`src/logic/canirq_regs.vh`:
```
// register offsets, field positions and reset values of the can interrupt and queue slice
`ifndef CANIRQ_REGS_VH
`define CANIRQ_REGS_VH

`define CANIRQ_OFF_RX1_STATUS   12'h010
`define CANIRQ_OFF_IRQ_ENABLE   12'h014
`define CANIRQ_OFF_EVT_STATUS   12'h020
`define CANIRQ_OFF_TIMER        12'h024
`define CANIRQ_OFF_CONTROL      12'h028
`define CANIRQ_OFF_TX0_LEN_TIME 12'h184
`define CANIRQ_OFF_TX0_DATA_LO  12'h188
`define CANIRQ_OFF_TX0_DATA_HI  12'h18C
`define CANIRQ_OFF_TX1_IDENT    12'h190

`define CANIRQ_IER_MASK         32'h0003_8F7F
`define CANIRQ_IER_RESET        32'h0000_0000

`define CANIRQ_BIT_SLEEP        17
`define CANIRQ_BIT_WAKEUP       16
`define CANIRQ_BIT_ERROR        15
`define CANIRQ_BIT_LEC          11
`define CANIRQ_BIT_BUS_OFF      10
`define CANIRQ_BIT_PASSIVE      9
`define CANIRQ_BIT_WARNING      8
`define CANIRQ_BIT_Q1_OVERRUN   6
`define CANIRQ_BIT_Q1_FULL      5
`define CANIRQ_BIT_Q1_PENDING   4
`define CANIRQ_BIT_Q0_OVERRUN   3
`define CANIRQ_BIT_Q0_FULL      2
`define CANIRQ_BIT_Q0_PENDING   1
`define CANIRQ_BIT_TX_EMPTY     0

`define CANIRQ_RX1_FULL_BIT     3
`define CANIRQ_RX1_RELEASE_BIT  5
`define CANIRQ_RX1_OVERRUN_BIT  4
`define CANIRQ_QUEUE_DEPTH      2'd3

`define CANIRQ_TGT_BIT          8
`define CANIRQ_DLC_MSB          3
`define CANIRQ_CTRL_NO_RETRY    0

`define CANIRQ_RESP_OKAY        2'b00
`define CANIRQ_RESP_SLVERR      2'b10

`endif

```
`src/logic/canirq_core.v`:
```
// can interrupt, receive queue 1 status, time stamp and mailbox register slice
//
// Our own choice: the AXI4-Lite slave port.
`timescale 1ns/1ps
`include "canirq_regs.vh"

module canirq_core #(
	parameter TIMER_WIDTH = 16
) (
	input  wire                   aclk,
	input  wire                   aresetn,
	// axi4-lite slave
	input  wire [11:0]            s_axi_awaddr,
	input  wire                   s_axi_awvalid,
	output reg                    s_axi_awready,
	input  wire [31:0]            s_axi_wdata,
	input  wire [3:0]             s_axi_wstrb,
	input  wire                   s_axi_wvalid,
	output reg                    s_axi_wready,
	output reg  [1:0]             s_axi_bresp,
	output reg                    s_axi_bvalid,
	input  wire                   s_axi_bready,
	input  wire [11:0]            s_axi_araddr,
	input  wire                   s_axi_arvalid,
	output reg                    s_axi_arready,
	output reg  [31:0]            s_axi_rdata,
	output reg  [1:0]             s_axi_rresp,
	output reg                    s_axi_rvalid,
	input  wire                   s_axi_rready,
	// events from protocol, mode and error logic
	input  wire                   queue1_store,
	input  wire                   queue0_store,
	input  wire                   queue0_full,
	input  wire                   queue0_overrun,
	input  wire                   queue1_overrun_in,
	input  wire                   tx_mailbox_empty,
	input  wire                   tx_sof,
	input  wire                   rx_sof,
	input  wire                   tx_failed,
	input  wire                   sleep_ack_flag,
	input  wire                   wakeup_flag,
	input  wire                   warning_flag,
	input  wire                   error_passive_flag,
	input  wire                   bus_off_flag,
	input  wire                   lec_write,
	input  wire [2:0]             last_error_code,
	// to the frame engine, plus the interrupt line
	output reg  [TIMER_WIDTH-1:0] rx_time_stamp,
	output reg                    rx_stamp_valid,
	output reg  [31:0]            tx0_frame_data_high,
	output reg                    tx_retry,
	output reg                    irq
);

	// ------------------------------------------------------------
	// functions
	// ------------------------------------------------------------
	function [31:0] apply_strobe;
		input [31:0] old_value;
		input [31:0] new_value;
		input [3:0]  strobe;
		integer      i;
		begin
			apply_strobe = old_value;
			for (i = 0; i < 4; i = i + 1) begin
				if (strobe[i]) begin
					apply_strobe[i*8 +: 8] = new_value[i*8 +: 8];
				end
			end
		end
	endfunction

	function addr_known;
		input [11:0] addr;
		begin
			case (addr)
				`CANIRQ_OFF_RX1_STATUS, `CANIRQ_OFF_IRQ_ENABLE, `CANIRQ_OFF_EVT_STATUS,
				`CANIRQ_OFF_TIMER, `CANIRQ_OFF_CONTROL, `CANIRQ_OFF_TX0_LEN_TIME,
				`CANIRQ_OFF_TX0_DATA_LO, `CANIRQ_OFF_TX0_DATA_HI,
				`CANIRQ_OFF_TX1_IDENT: addr_known = 1'b1;
				default: addr_known = 1'b0;
			endcase
		end
	endfunction

	// ------------------------------------------------------------
	// state
	// ------------------------------------------------------------
	reg [31:0]            interrupt_enable;
	reg [31:0]            evt_status;
	reg [31:0]            tx_mailbox0_length_time;
	reg [31:0]            tx_mailbox0_data_low;
	reg [31:0]            tx_mailbox0_data_high;
	reg [31:0]            tx_mailbox1_identifier;
	reg [TIMER_WIDTH-1:0] free_timer;
	reg [1:0]             queue1_pending_count;
	reg                   queue1_full_flag;
	reg                   queue1_overrun;
	reg                   no_retry_mode;
	reg                   bus_off_prev;
	reg                   passive_prev;
	reg [11:0]            aw_addr;
	reg                   aw_held;
	reg [31:0]            w_data;
	reg [3:0]             w_strb;
	reg                   w_held;

	wire        aw_take = s_axi_awvalid & s_axi_awready;
	wire        w_take  = s_axi_wvalid & s_axi_wready;
	wire        do_write = aw_held & w_held & ~s_axi_bvalid;
	wire        wr_rx1  = do_write & (aw_addr == `CANIRQ_OFF_RX1_STATUS);
	wire        queue1_release = wr_rx1 & w_strb[0] & w_data[`CANIRQ_RX1_RELEASE_BIT];
	wire        full_clr       = wr_rx1 & w_strb[0] & w_data[`CANIRQ_RX1_FULL_BIT];
	wire        overrun_clr    = wr_rx1 & w_strb[0] & w_data[`CANIRQ_RX1_OVERRUN_BIT];
	wire        do_store       = queue1_store & (queue1_pending_count != `CANIRQ_QUEUE_DEPTH);
	wire [11:0] rd_addr        = {s_axi_araddr[11:2], 2'b00};

	// ------------------------------------------------------------
	// queue 1 controls
	// ------------------------------------------------------------
	// a release on an empty queue is dropped so the count cannot wrap to three
	wire        count_nonzero  = (queue1_pending_count != 2'd0);
	wire        do_release     = queue1_release & count_nonzero;
	// store and release together leave a count of one or two where it is
	wire        count_up       = do_store & ~do_release;
	wire        count_down     = do_release & ~do_store;
	wire        full_set       = do_store &
		(queue1_pending_count == `CANIRQ_QUEUE_DEPTH - 2'd1);
	// a store into a full queue is lost and flagged
	wire        overrun_set    = queue1_overrun_in | (queue1_store & ~do_store);

	// ------------------------------------------------------------
	// error sources for status bit 15
	// ------------------------------------------------------------
	wire        err_lec        = interrupt_enable[`CANIRQ_BIT_LEC] & lec_write &
		(last_error_code != 3'd0);
	wire        err_bus_off    = interrupt_enable[`CANIRQ_BIT_BUS_OFF] & bus_off_flag &
		~bus_off_prev;
	wire        err_passive    = interrupt_enable[`CANIRQ_BIT_PASSIVE] & error_passive_flag &
		~passive_prev;
	// warning is a level, so it re-sets bit 15 for as long as it stands
	wire        err_warning    = interrupt_enable[`CANIRQ_BIT_WARNING] & warning_flag;

	// ------------------------------------------------------------
	// time stamp counter
	// ------------------------------------------------------------
	always @(posedge aclk) begin
		if (!aresetn) begin
			free_timer     <= {TIMER_WIDTH{1'b0}};
			rx_time_stamp  <= {TIMER_WIDTH{1'b0}};
			rx_stamp_valid <= 1'b0;
		end else begin
			free_timer     <= free_timer + 1'b1;
			rx_stamp_valid <= rx_sof;
			if (rx_sof) begin
				rx_time_stamp <= free_timer;
			end
		end
	end

	// ------------------------------------------------------------
	// receive queue 1 status
	// ------------------------------------------------------------
	// the counter saturates at three; a store into a full queue is an overrun
	always @(posedge aclk) begin
		if (!aresetn) begin
			queue1_pending_count <= 2'd0;
			queue1_full_flag     <= 1'b0;
			queue1_overrun       <= 1'b0;
		end else begin
			if (count_up) begin
				queue1_pending_count <= queue1_pending_count + 2'd1;
			end else if (count_down) begin
				queue1_pending_count <= queue1_pending_count - 2'd1;
			end
			if (full_set) begin
				queue1_full_flag <= 1'b1;
			end else if (full_clr) begin
				queue1_full_flag <= 1'b0;
			end
			if (overrun_set) begin
				queue1_overrun <= 1'b1;
			end else if (overrun_clr) begin
				queue1_overrun <= 1'b0;
			end
		end
	end

	// ------------------------------------------------------------
	// event status and interrupt
	// ------------------------------------------------------------
	reg [31:0] next_evt;
	reg [31:0] evt_set;
	always @* begin
		evt_set = 32'h0000_0000;
		evt_set[`CANIRQ_BIT_SLEEP]      = sleep_ack_flag;
		evt_set[`CANIRQ_BIT_WAKEUP]     = wakeup_flag;
		evt_set[`CANIRQ_BIT_ERROR]      = err_lec | err_bus_off | err_passive |
			err_warning;
		evt_set[`CANIRQ_BIT_Q1_OVERRUN] = queue1_overrun;
		evt_set[`CANIRQ_BIT_Q1_FULL]    = queue1_full_flag;
		evt_set[`CANIRQ_BIT_Q1_PENDING] = queue1_pending_count != 2'd0;
		evt_set[`CANIRQ_BIT_Q0_OVERRUN] = queue0_overrun;
		evt_set[`CANIRQ_BIT_Q0_FULL]    = queue0_full;
		evt_set[`CANIRQ_BIT_Q0_PENDING] = queue0_store;
		evt_set[`CANIRQ_BIT_TX_EMPTY]   = tx_mailbox_empty;
		next_evt = evt_status;
		if (do_write && aw_addr == `CANIRQ_OFF_EVT_STATUS) begin
			next_evt = next_evt & ~apply_strobe(32'h0000_0000, w_data, w_strb);
		end
		// set wins over a same-cycle clear
		next_evt = (next_evt | evt_set) & `CANIRQ_IER_MASK;
	end

	always @(posedge aclk) begin
		if (!aresetn) begin
			evt_status   <= 32'h0000_0000;
			bus_off_prev <= 1'b0;
			passive_prev <= 1'b0;
			irq          <= 1'b0;
		end else begin
			evt_status   <= next_evt;
			bus_off_prev <= bus_off_flag;
			passive_prev <= error_passive_flag;
			irq          <= |(next_evt & interrupt_enable);
		end
	end

	// ------------------------------------------------------------
	// mailbox and configuration registers
	// ------------------------------------------------------------
	// frames themselves are built by the protocol engine from these fields
	always @(posedge aclk) begin
		if (!aresetn) begin
			interrupt_enable        <= `CANIRQ_IER_RESET;
			tx_mailbox0_length_time <= 32'h0000_0000;
			tx_mailbox0_data_low    <= 32'h0000_0000;
			tx_mailbox0_data_high   <= 32'h0000_0000;
			tx_mailbox1_identifier  <= 32'h0000_0000;
			no_retry_mode           <= 1'b0;
			tx0_frame_data_high     <= 32'h0000_0000;
			tx_retry                <= 1'b0;
		end else begin
			if (do_write) begin
				case (aw_addr)
					`CANIRQ_OFF_IRQ_ENABLE: interrupt_enable <=
						apply_strobe(interrupt_enable, w_data, w_strb) & `CANIRQ_IER_MASK;
					`CANIRQ_OFF_CONTROL: if (w_strb[0]) begin
						no_retry_mode <= w_data[`CANIRQ_CTRL_NO_RETRY];
					end
					`CANIRQ_OFF_TX0_LEN_TIME: tx_mailbox0_length_time <=
						apply_strobe(tx_mailbox0_length_time, w_data, w_strb);
					`CANIRQ_OFF_TX0_DATA_LO: tx_mailbox0_data_low <=
						apply_strobe(tx_mailbox0_data_low, w_data, w_strb);
					`CANIRQ_OFF_TX0_DATA_HI: tx_mailbox0_data_high <=
						apply_strobe(tx_mailbox0_data_high, w_data, w_strb);
					`CANIRQ_OFF_TX1_IDENT: tx_mailbox1_identifier <=
						apply_strobe(tx_mailbox1_identifier, w_data, w_strb);
					default: begin
					end
				endcase
			end else if (tx_sof) begin
				tx_mailbox0_length_time[31:16] <= free_timer;
			end
			tx_retry <= tx_failed & ~no_retry_mode;
			// stamp lands in bytes 6 and 7 when time-triggered
			if (tx_mailbox0_length_time[`CANIRQ_TGT_BIT]) begin
				tx0_frame_data_high <= {tx_mailbox0_length_time[31:16],
					tx_mailbox0_data_high[15:0]};
			end else begin
				tx0_frame_data_high <= tx_mailbox0_data_high;
			end
		end
	end

	// ------------------------------------------------------------
	// axi4-lite write channel
	// ------------------------------------------------------------
	always @(posedge aclk) begin
		if (!aresetn) begin
			s_axi_awready <= 1'b0;
			s_axi_wready  <= 1'b0;
			s_axi_bvalid  <= 1'b0;
			s_axi_bresp   <= `CANIRQ_RESP_OKAY;
			aw_held       <= 1'b0;
			w_held        <= 1'b0;
			aw_addr       <= 12'h000;
			w_data        <= 32'h0000_0000;
			w_strb        <= 4'h0;
		end else begin
			s_axi_awready <= ~aw_held & ~aw_take & ~s_axi_bvalid;
			s_axi_wready  <= ~w_held & ~w_take & ~s_axi_bvalid;
			if (aw_take) begin
				aw_held <= 1'b1;
				aw_addr <= {s_axi_awaddr[11:2], 2'b00};
			end
			if (w_take) begin
				w_held <= 1'b1;
				w_data <= s_axi_wdata;
				w_strb <= s_axi_wstrb;
			end
			if (do_write) begin
				aw_held      <= 1'b0;
				w_held       <= 1'b0;
				s_axi_bvalid <= 1'b1;
				s_axi_bresp  <= addr_known(aw_addr) ? `CANIRQ_RESP_OKAY : `CANIRQ_RESP_SLVERR;
			end else if (s_axi_bvalid && s_axi_bready) begin
				s_axi_bvalid <= 1'b0;
			end
		end
	end

	// ------------------------------------------------------------
	// axi4-lite read channel
	// ------------------------------------------------------------
	reg [31:0] read_word;
	always @* begin
		case (rd_addr)
			`CANIRQ_OFF_RX1_STATUS: read_word = {28'h0000000, queue1_full_flag, 1'b0,
				queue1_pending_count} | {27'h0, queue1_overrun, 4'h0};
			`CANIRQ_OFF_IRQ_ENABLE:   read_word = interrupt_enable;
			`CANIRQ_OFF_EVT_STATUS:   read_word = evt_status;
			`CANIRQ_OFF_TIMER:        read_word = {{(32-TIMER_WIDTH){1'b0}}, free_timer};
			`CANIRQ_OFF_CONTROL:      read_word = {31'h0, no_retry_mode};
			`CANIRQ_OFF_TX0_LEN_TIME: read_word = tx_mailbox0_length_time;
			`CANIRQ_OFF_TX0_DATA_LO:  read_word = tx_mailbox0_data_low;
			`CANIRQ_OFF_TX0_DATA_HI:  read_word = tx_mailbox0_data_high;
			`CANIRQ_OFF_TX1_IDENT:    read_word = tx_mailbox1_identifier;
			default:                  read_word = 32'h0000_0000;
		endcase
	end

	always @(posedge aclk) begin
		if (!aresetn) begin
			s_axi_arready <= 1'b0;
			s_axi_rvalid  <= 1'b0;
			s_axi_rdata   <= 32'h0000_0000;
			s_axi_rresp   <= `CANIRQ_RESP_OKAY;
		end else begin
			s_axi_arready <= ~s_axi_rvalid & ~(s_axi_arvalid & s_axi_arready);
			if (s_axi_arvalid && s_axi_arready) begin
				s_axi_rvalid <= 1'b1;
				s_axi_rdata  <= read_word;
				s_axi_rresp  <= addr_known(rd_addr) ?
					`CANIRQ_RESP_OKAY : `CANIRQ_RESP_SLVERR;
			end else if (s_axi_rvalid && s_axi_rready) begin
				s_axi_rvalid <= 1'b0;
			end
		end
	end

endmodule

```
`config.mk`:
```
export PLATFORM = sky130hd
export DESIGN_NAME = canirq_core
export DESIGN_NICKNAME = d
export VERILOG_FILES = /design/src/logic/canirq_core.v
export VERILOG_INCLUDE_DIRS = /design/src /design/src/logic
export SDC_FILE = /design/constraint.sdc
export NUM_CORES = 1
export LEC_CHECK = 0
export CORE_MARGIN = 3
export CORE_UTILIZATION = 25
export CTS_CLUSTER_SIZE = 40
export DETAILED_ROUTE_END_ITERATION = 10
export DONT_BUFFER_PORTS = 1
export PLACE_DENSITY_LB_ADDON = 0.2
export SLEW_MARGIN = 20
export SYNTH_ARGS = -nofsm -noshare
export SYNTH_HDL_FRONTEND = slang
export SYNTH_SLANG_ARGS = --single-unit
```
`constraint.sdc`:
```
create_clock -name aclk -period 2.41 [get_ports aclk]
set_input_delay 0.3615 -clock aclk [delete_from_list [all_inputs] [get_ports aclk]]
set_output_delay 0.3615 -clock aclk [all_outputs]
set_load 0.005 [all_outputs]
```
==> impl_metrics.toml <==
[synth]
yosys.cell_types.count = 69
syn-mean-instance-area_um2 = 9.047
synthCells = 1436
ys_top_cells_by_count = "317 x dfxtp_1, 215 x nand2_1, 143 x nor2_1"
synth_area_um2 = 12990
synth.yosys.seq_area_share = 0.4885
synth-edff-count = 0
post_synth_main_area_contributors = "dfxtp_1 49%, mux2i_1 8.2%, nand2_1 6.2%"
synth.ff_latch_count = 317
ys_dominant_reg_cell = "dfxtp_1"
yosysWarningCount = 0
yosysMostFrequentCell = "dfxtp_1"
synth_top_area_frac = 0.4885
ys_async_sr_fraction = 0
cell_accounting_for_the_most_synthesized_area = "dfxtp_1"

[status]
outcome = "completed"

[timing]
finalWorstPathRequiredPeriod_ns = 2.281
worst_hold_slack_ns = 0.04295
hold_viol_final = 0
tightestPinTransition_ns = 1.097
rsz0062_at_grt = "false"
slew_hr = 0.2661
final.period_utilization = 0.9465
fmax_ghz = 0.4384
final-max-slew-violation-count = 0
timing.final.setup_violations = 0
clock-skew-final_ns = 0.01184

[grt]
antenna_found_initial = 3
pin_count_of_the_biggest_net_entering_global_routing = 99
grt_first_pass_wirelength_um = 70820
grt_pass1_vias = 10780
globalRouteTotalUtil = 0.1724
globalRouteOverflowTotal = 0

[drt]
vias_after_detailed_routing = 10900
ant_nets = 0
dr.pass1.iters = 9
wl_met3_um = 3381
highest_layer = "met4"
m1_wl_um = 21870
initialDrtViolationCount = 824
met2_wirelength_um = 21460
drt-vias-per-instance = 4.914
postRouteWirelength_um = 47670
drc_errors = 0
wire_per_inst_um = 21.49

[critical_path]
cp_max_fo = 7
critical-path-top-delay-family = "simple AND/OR/NAND/NOR gates"
critical_path_start_type = "register"
launching_instance_or_port_of_the_critical_path = "aw_addr[11]$_SDFFE_PN0P_"
worst_r2r_startpoint = "aw_addr[11]$_SDFFE_PN0P_"
critPathKind = "reg2reg"
reg2reg_depth = 7
endpoint_kind = "register"
worstSetupPathDepth = 7
reg2reg_setup_slack_ns = 0.13
timing.critical_path.cells = "or4_4 -> buf_4 -> nor4_1 -> o22ai_1 -> a2111oi_2 -> buf_4 -> a41oi_1"
critical_path.reg2reg.endpoint = "irq$_SDFF_PN0_"
crit_arrival_ns = 2.70
worst_ep_required_time_ns = 2.83
critPathBufInv = 2
crit_end = "irq$_SDFF_PN0_"
crit_top_cell = "buf_4"
stage_delay_of_the_slowest_cell_on_the_critical_path_ns = 0.58
critical_path.slowest_cell = "or4_4"

[pwr]
cellPowerDensity_nw_per_um2 = 742.3
fin_total_pwr_w = 0.01205
peak_supply_drop_uv = 386.8
cellLeakagePower_nw = 5.845

[floorplan]
floorplan.core_area_um2 = 50790
die_area_um2 = 54730
die_h_um = 234.0
die_width_um = 234.0
number_of_placement_rows = 82
ioPinCount = 177
initial_core_util = 0.2558

[layout]
layout.cell_area.non_filler_um2 = 16240
layout.nets = 1604
syn_to_final_growth_pct = 24.98
fillers = 5253
final_non_filler_cells = 2218
insertedDiodeCount = 0
layout-drive-gt1-share = 0.1378

[place]
post-place-cells = 2087
dp_hpwl_um = 33340
place.port_buffers = 0
dpl_cell_area_um2 = 14270
routabilityCongestion = 0.8277

[worst_hold_path]
hold_class = "in2reg"

[clocking]
cts_tree = "done"
cts.path.max_buffers = 3
clk_pin_slew_ns = 0.06
cts-buffers-inserted = 39
clock_tree.htree_level_count = 2
tritoncts_num_sinks = 317
clk_latency_ns = 0.56
clock_tree.root_cell = "clkbuf_16"

[job]
cap_violations = 0
[cell usage in the layout (no fill, tap or decap), types with 5 or more instances in the layout]
cell type      instances
xor2_1                 9
dfxtp_1              316
or3_1                  6
clkinv_2               5
nor4_4                 7
clkbuf_1              13
a22oi_1               26
nor4_2                 6
dlygate4sd3_1         60
nor4_1                 8
nand3_1               25
nand2b_1              10
nor2_2                 6
buf_12                19
a22o_1                45
inv_1                  5
or4_4                  5
a21oi_1              141
o21ai_0               59
a211oi_1               8
or4bb_1                5
buf_4                 73
nor3_1                14
a221oi_1               9
a222oi_1              15
mux2_2                 6
o211ai_1              13
nand4_1                6
a221o_2               10
nor2_1               143
clkbuf_16             40
nand4b_1               5
nand2_1              215
mux2i_1              106
and2_1                26
[flip-flops by register name (all words and copies together), names as in the netlist, 2 cells and up]
name,count
tx0_frame_data_high,32
rx_time_stamp,16
interrupt_enable,14
aw_addr,10
w_strb,4
w_data,32
free_timer,16
evt_status,14
tx_mailbox1_identifier,32
s_axi_rdata,32
tx_mailbox0_length_time,32
queue1_pending_count,2
tx_mailbox0_data_low,32
tx_mailbox0_data_high,32
[layer usage]
layer | vias to the layer above | GRT usage
met4 | 0 | 0.04552
met1 | 5276 | 0.2331
met3 | 57 | 0.04555
met5 | - | 0
met2 | 297 | 0.2726
li1 | 5269 | -
[worst register-to-register path, stage by stage (launching register included)]
cell and delay, ns:
dfxtp_1 0.35, or4_4 0.58, buf_4 0.18, nor4_1 0.31
o22ai_1 0.14, a2111oi_2 0.30, buf_4 0.18, a41oi_1 0.10
[cell type report]
class                   count  area (um2)  area share
clock buffers              57        1105     0.06804
clock inverters            13       187.7     0.01156
inverters                   6       27.53    0.001695
multi-input cells        1001        6200      0.3818
flip-flops and latches    317        6347      0.3909
well taps                 672       840.8     0.05178
repair buffers            152        1529     0.09417
[worst min-delay path by stage]
stage | from | to | slack (ns) | cells past startpoint
after floorplan | no_retry_mode$_SDFFE_PN0P_ | tx_retry$_SDFF_PN0_ | 0.41 | 1
after global placement | tx_mailbox1_identifier[6]$_SDFFE_PN0P_ | tx_mailbox1_identifier[6]$_SDFFE_PN0P_ | 0.44 | 2
after detailed placement | evt_status[11]$_SDFF_PN0_ | evt_status[11]$_SDFF_PN0_ | 0.44 | 2
after CTS | queue1_store | queue1_overrun$_SDFFE_PN0P_ | 0.01 | 2
after global routing | queue1_store | queue1_overrun$_SDFFE_PN0P_ | 0.07 | 2
final | queue1_store | queue1_overrun$_SDFFE_PN0P_ | 0.04 | 2
[logic make-up after synthesis]
kind of cell | Yosys count | share of synthesized area
fa+ha+maj | 2 | 0.001926
flops | 317 | 0.4885
mux | 112 | 0.08687
buf+inv | 119 | 0.04141
xor+xnor | 13 | 0.008764
simple gates | 520 | 0.1949
other cells | 1 | 0.0002887
compound gates | 352 | 0.1773
[metrics by stage]
stage / util / TNS, ns / setup WS, ns
finish: 0.3197 / 0 / 0.1291
global route: 0.3197 / 0 / 0.008171
CTS: 0.3187 / 0 / 0.02464
detailed placement: 0.2810 / -0.001331 / -0.001331
global placement: 0.2810 / 0 / 0.02423
floorplan: - / 0 / 0.09190
[power breakdown]
group | leakage, nW | internal [W] | switching, W | total (W)
Combinational | 2.64 | 0.000257 | 0.000377 | 0.000634
Clock | 0.633 | 0.00362 | 0.00235 | 0.00597
Sequential | 2.57 | 0.00534 | 0.000111 | 0.00545
[repair_timing]
item / CTS / global route
setup endpoints to repair: 1 / 7
resized for setup: 1 / 10
pin swaps: 0 / 1
endpoints found under the hold margin: 105 / 0
hold buffers: 61 / 0
buffers inserted: 0 / 0
No activity file was read; power rests on OpenSTA's default activity.
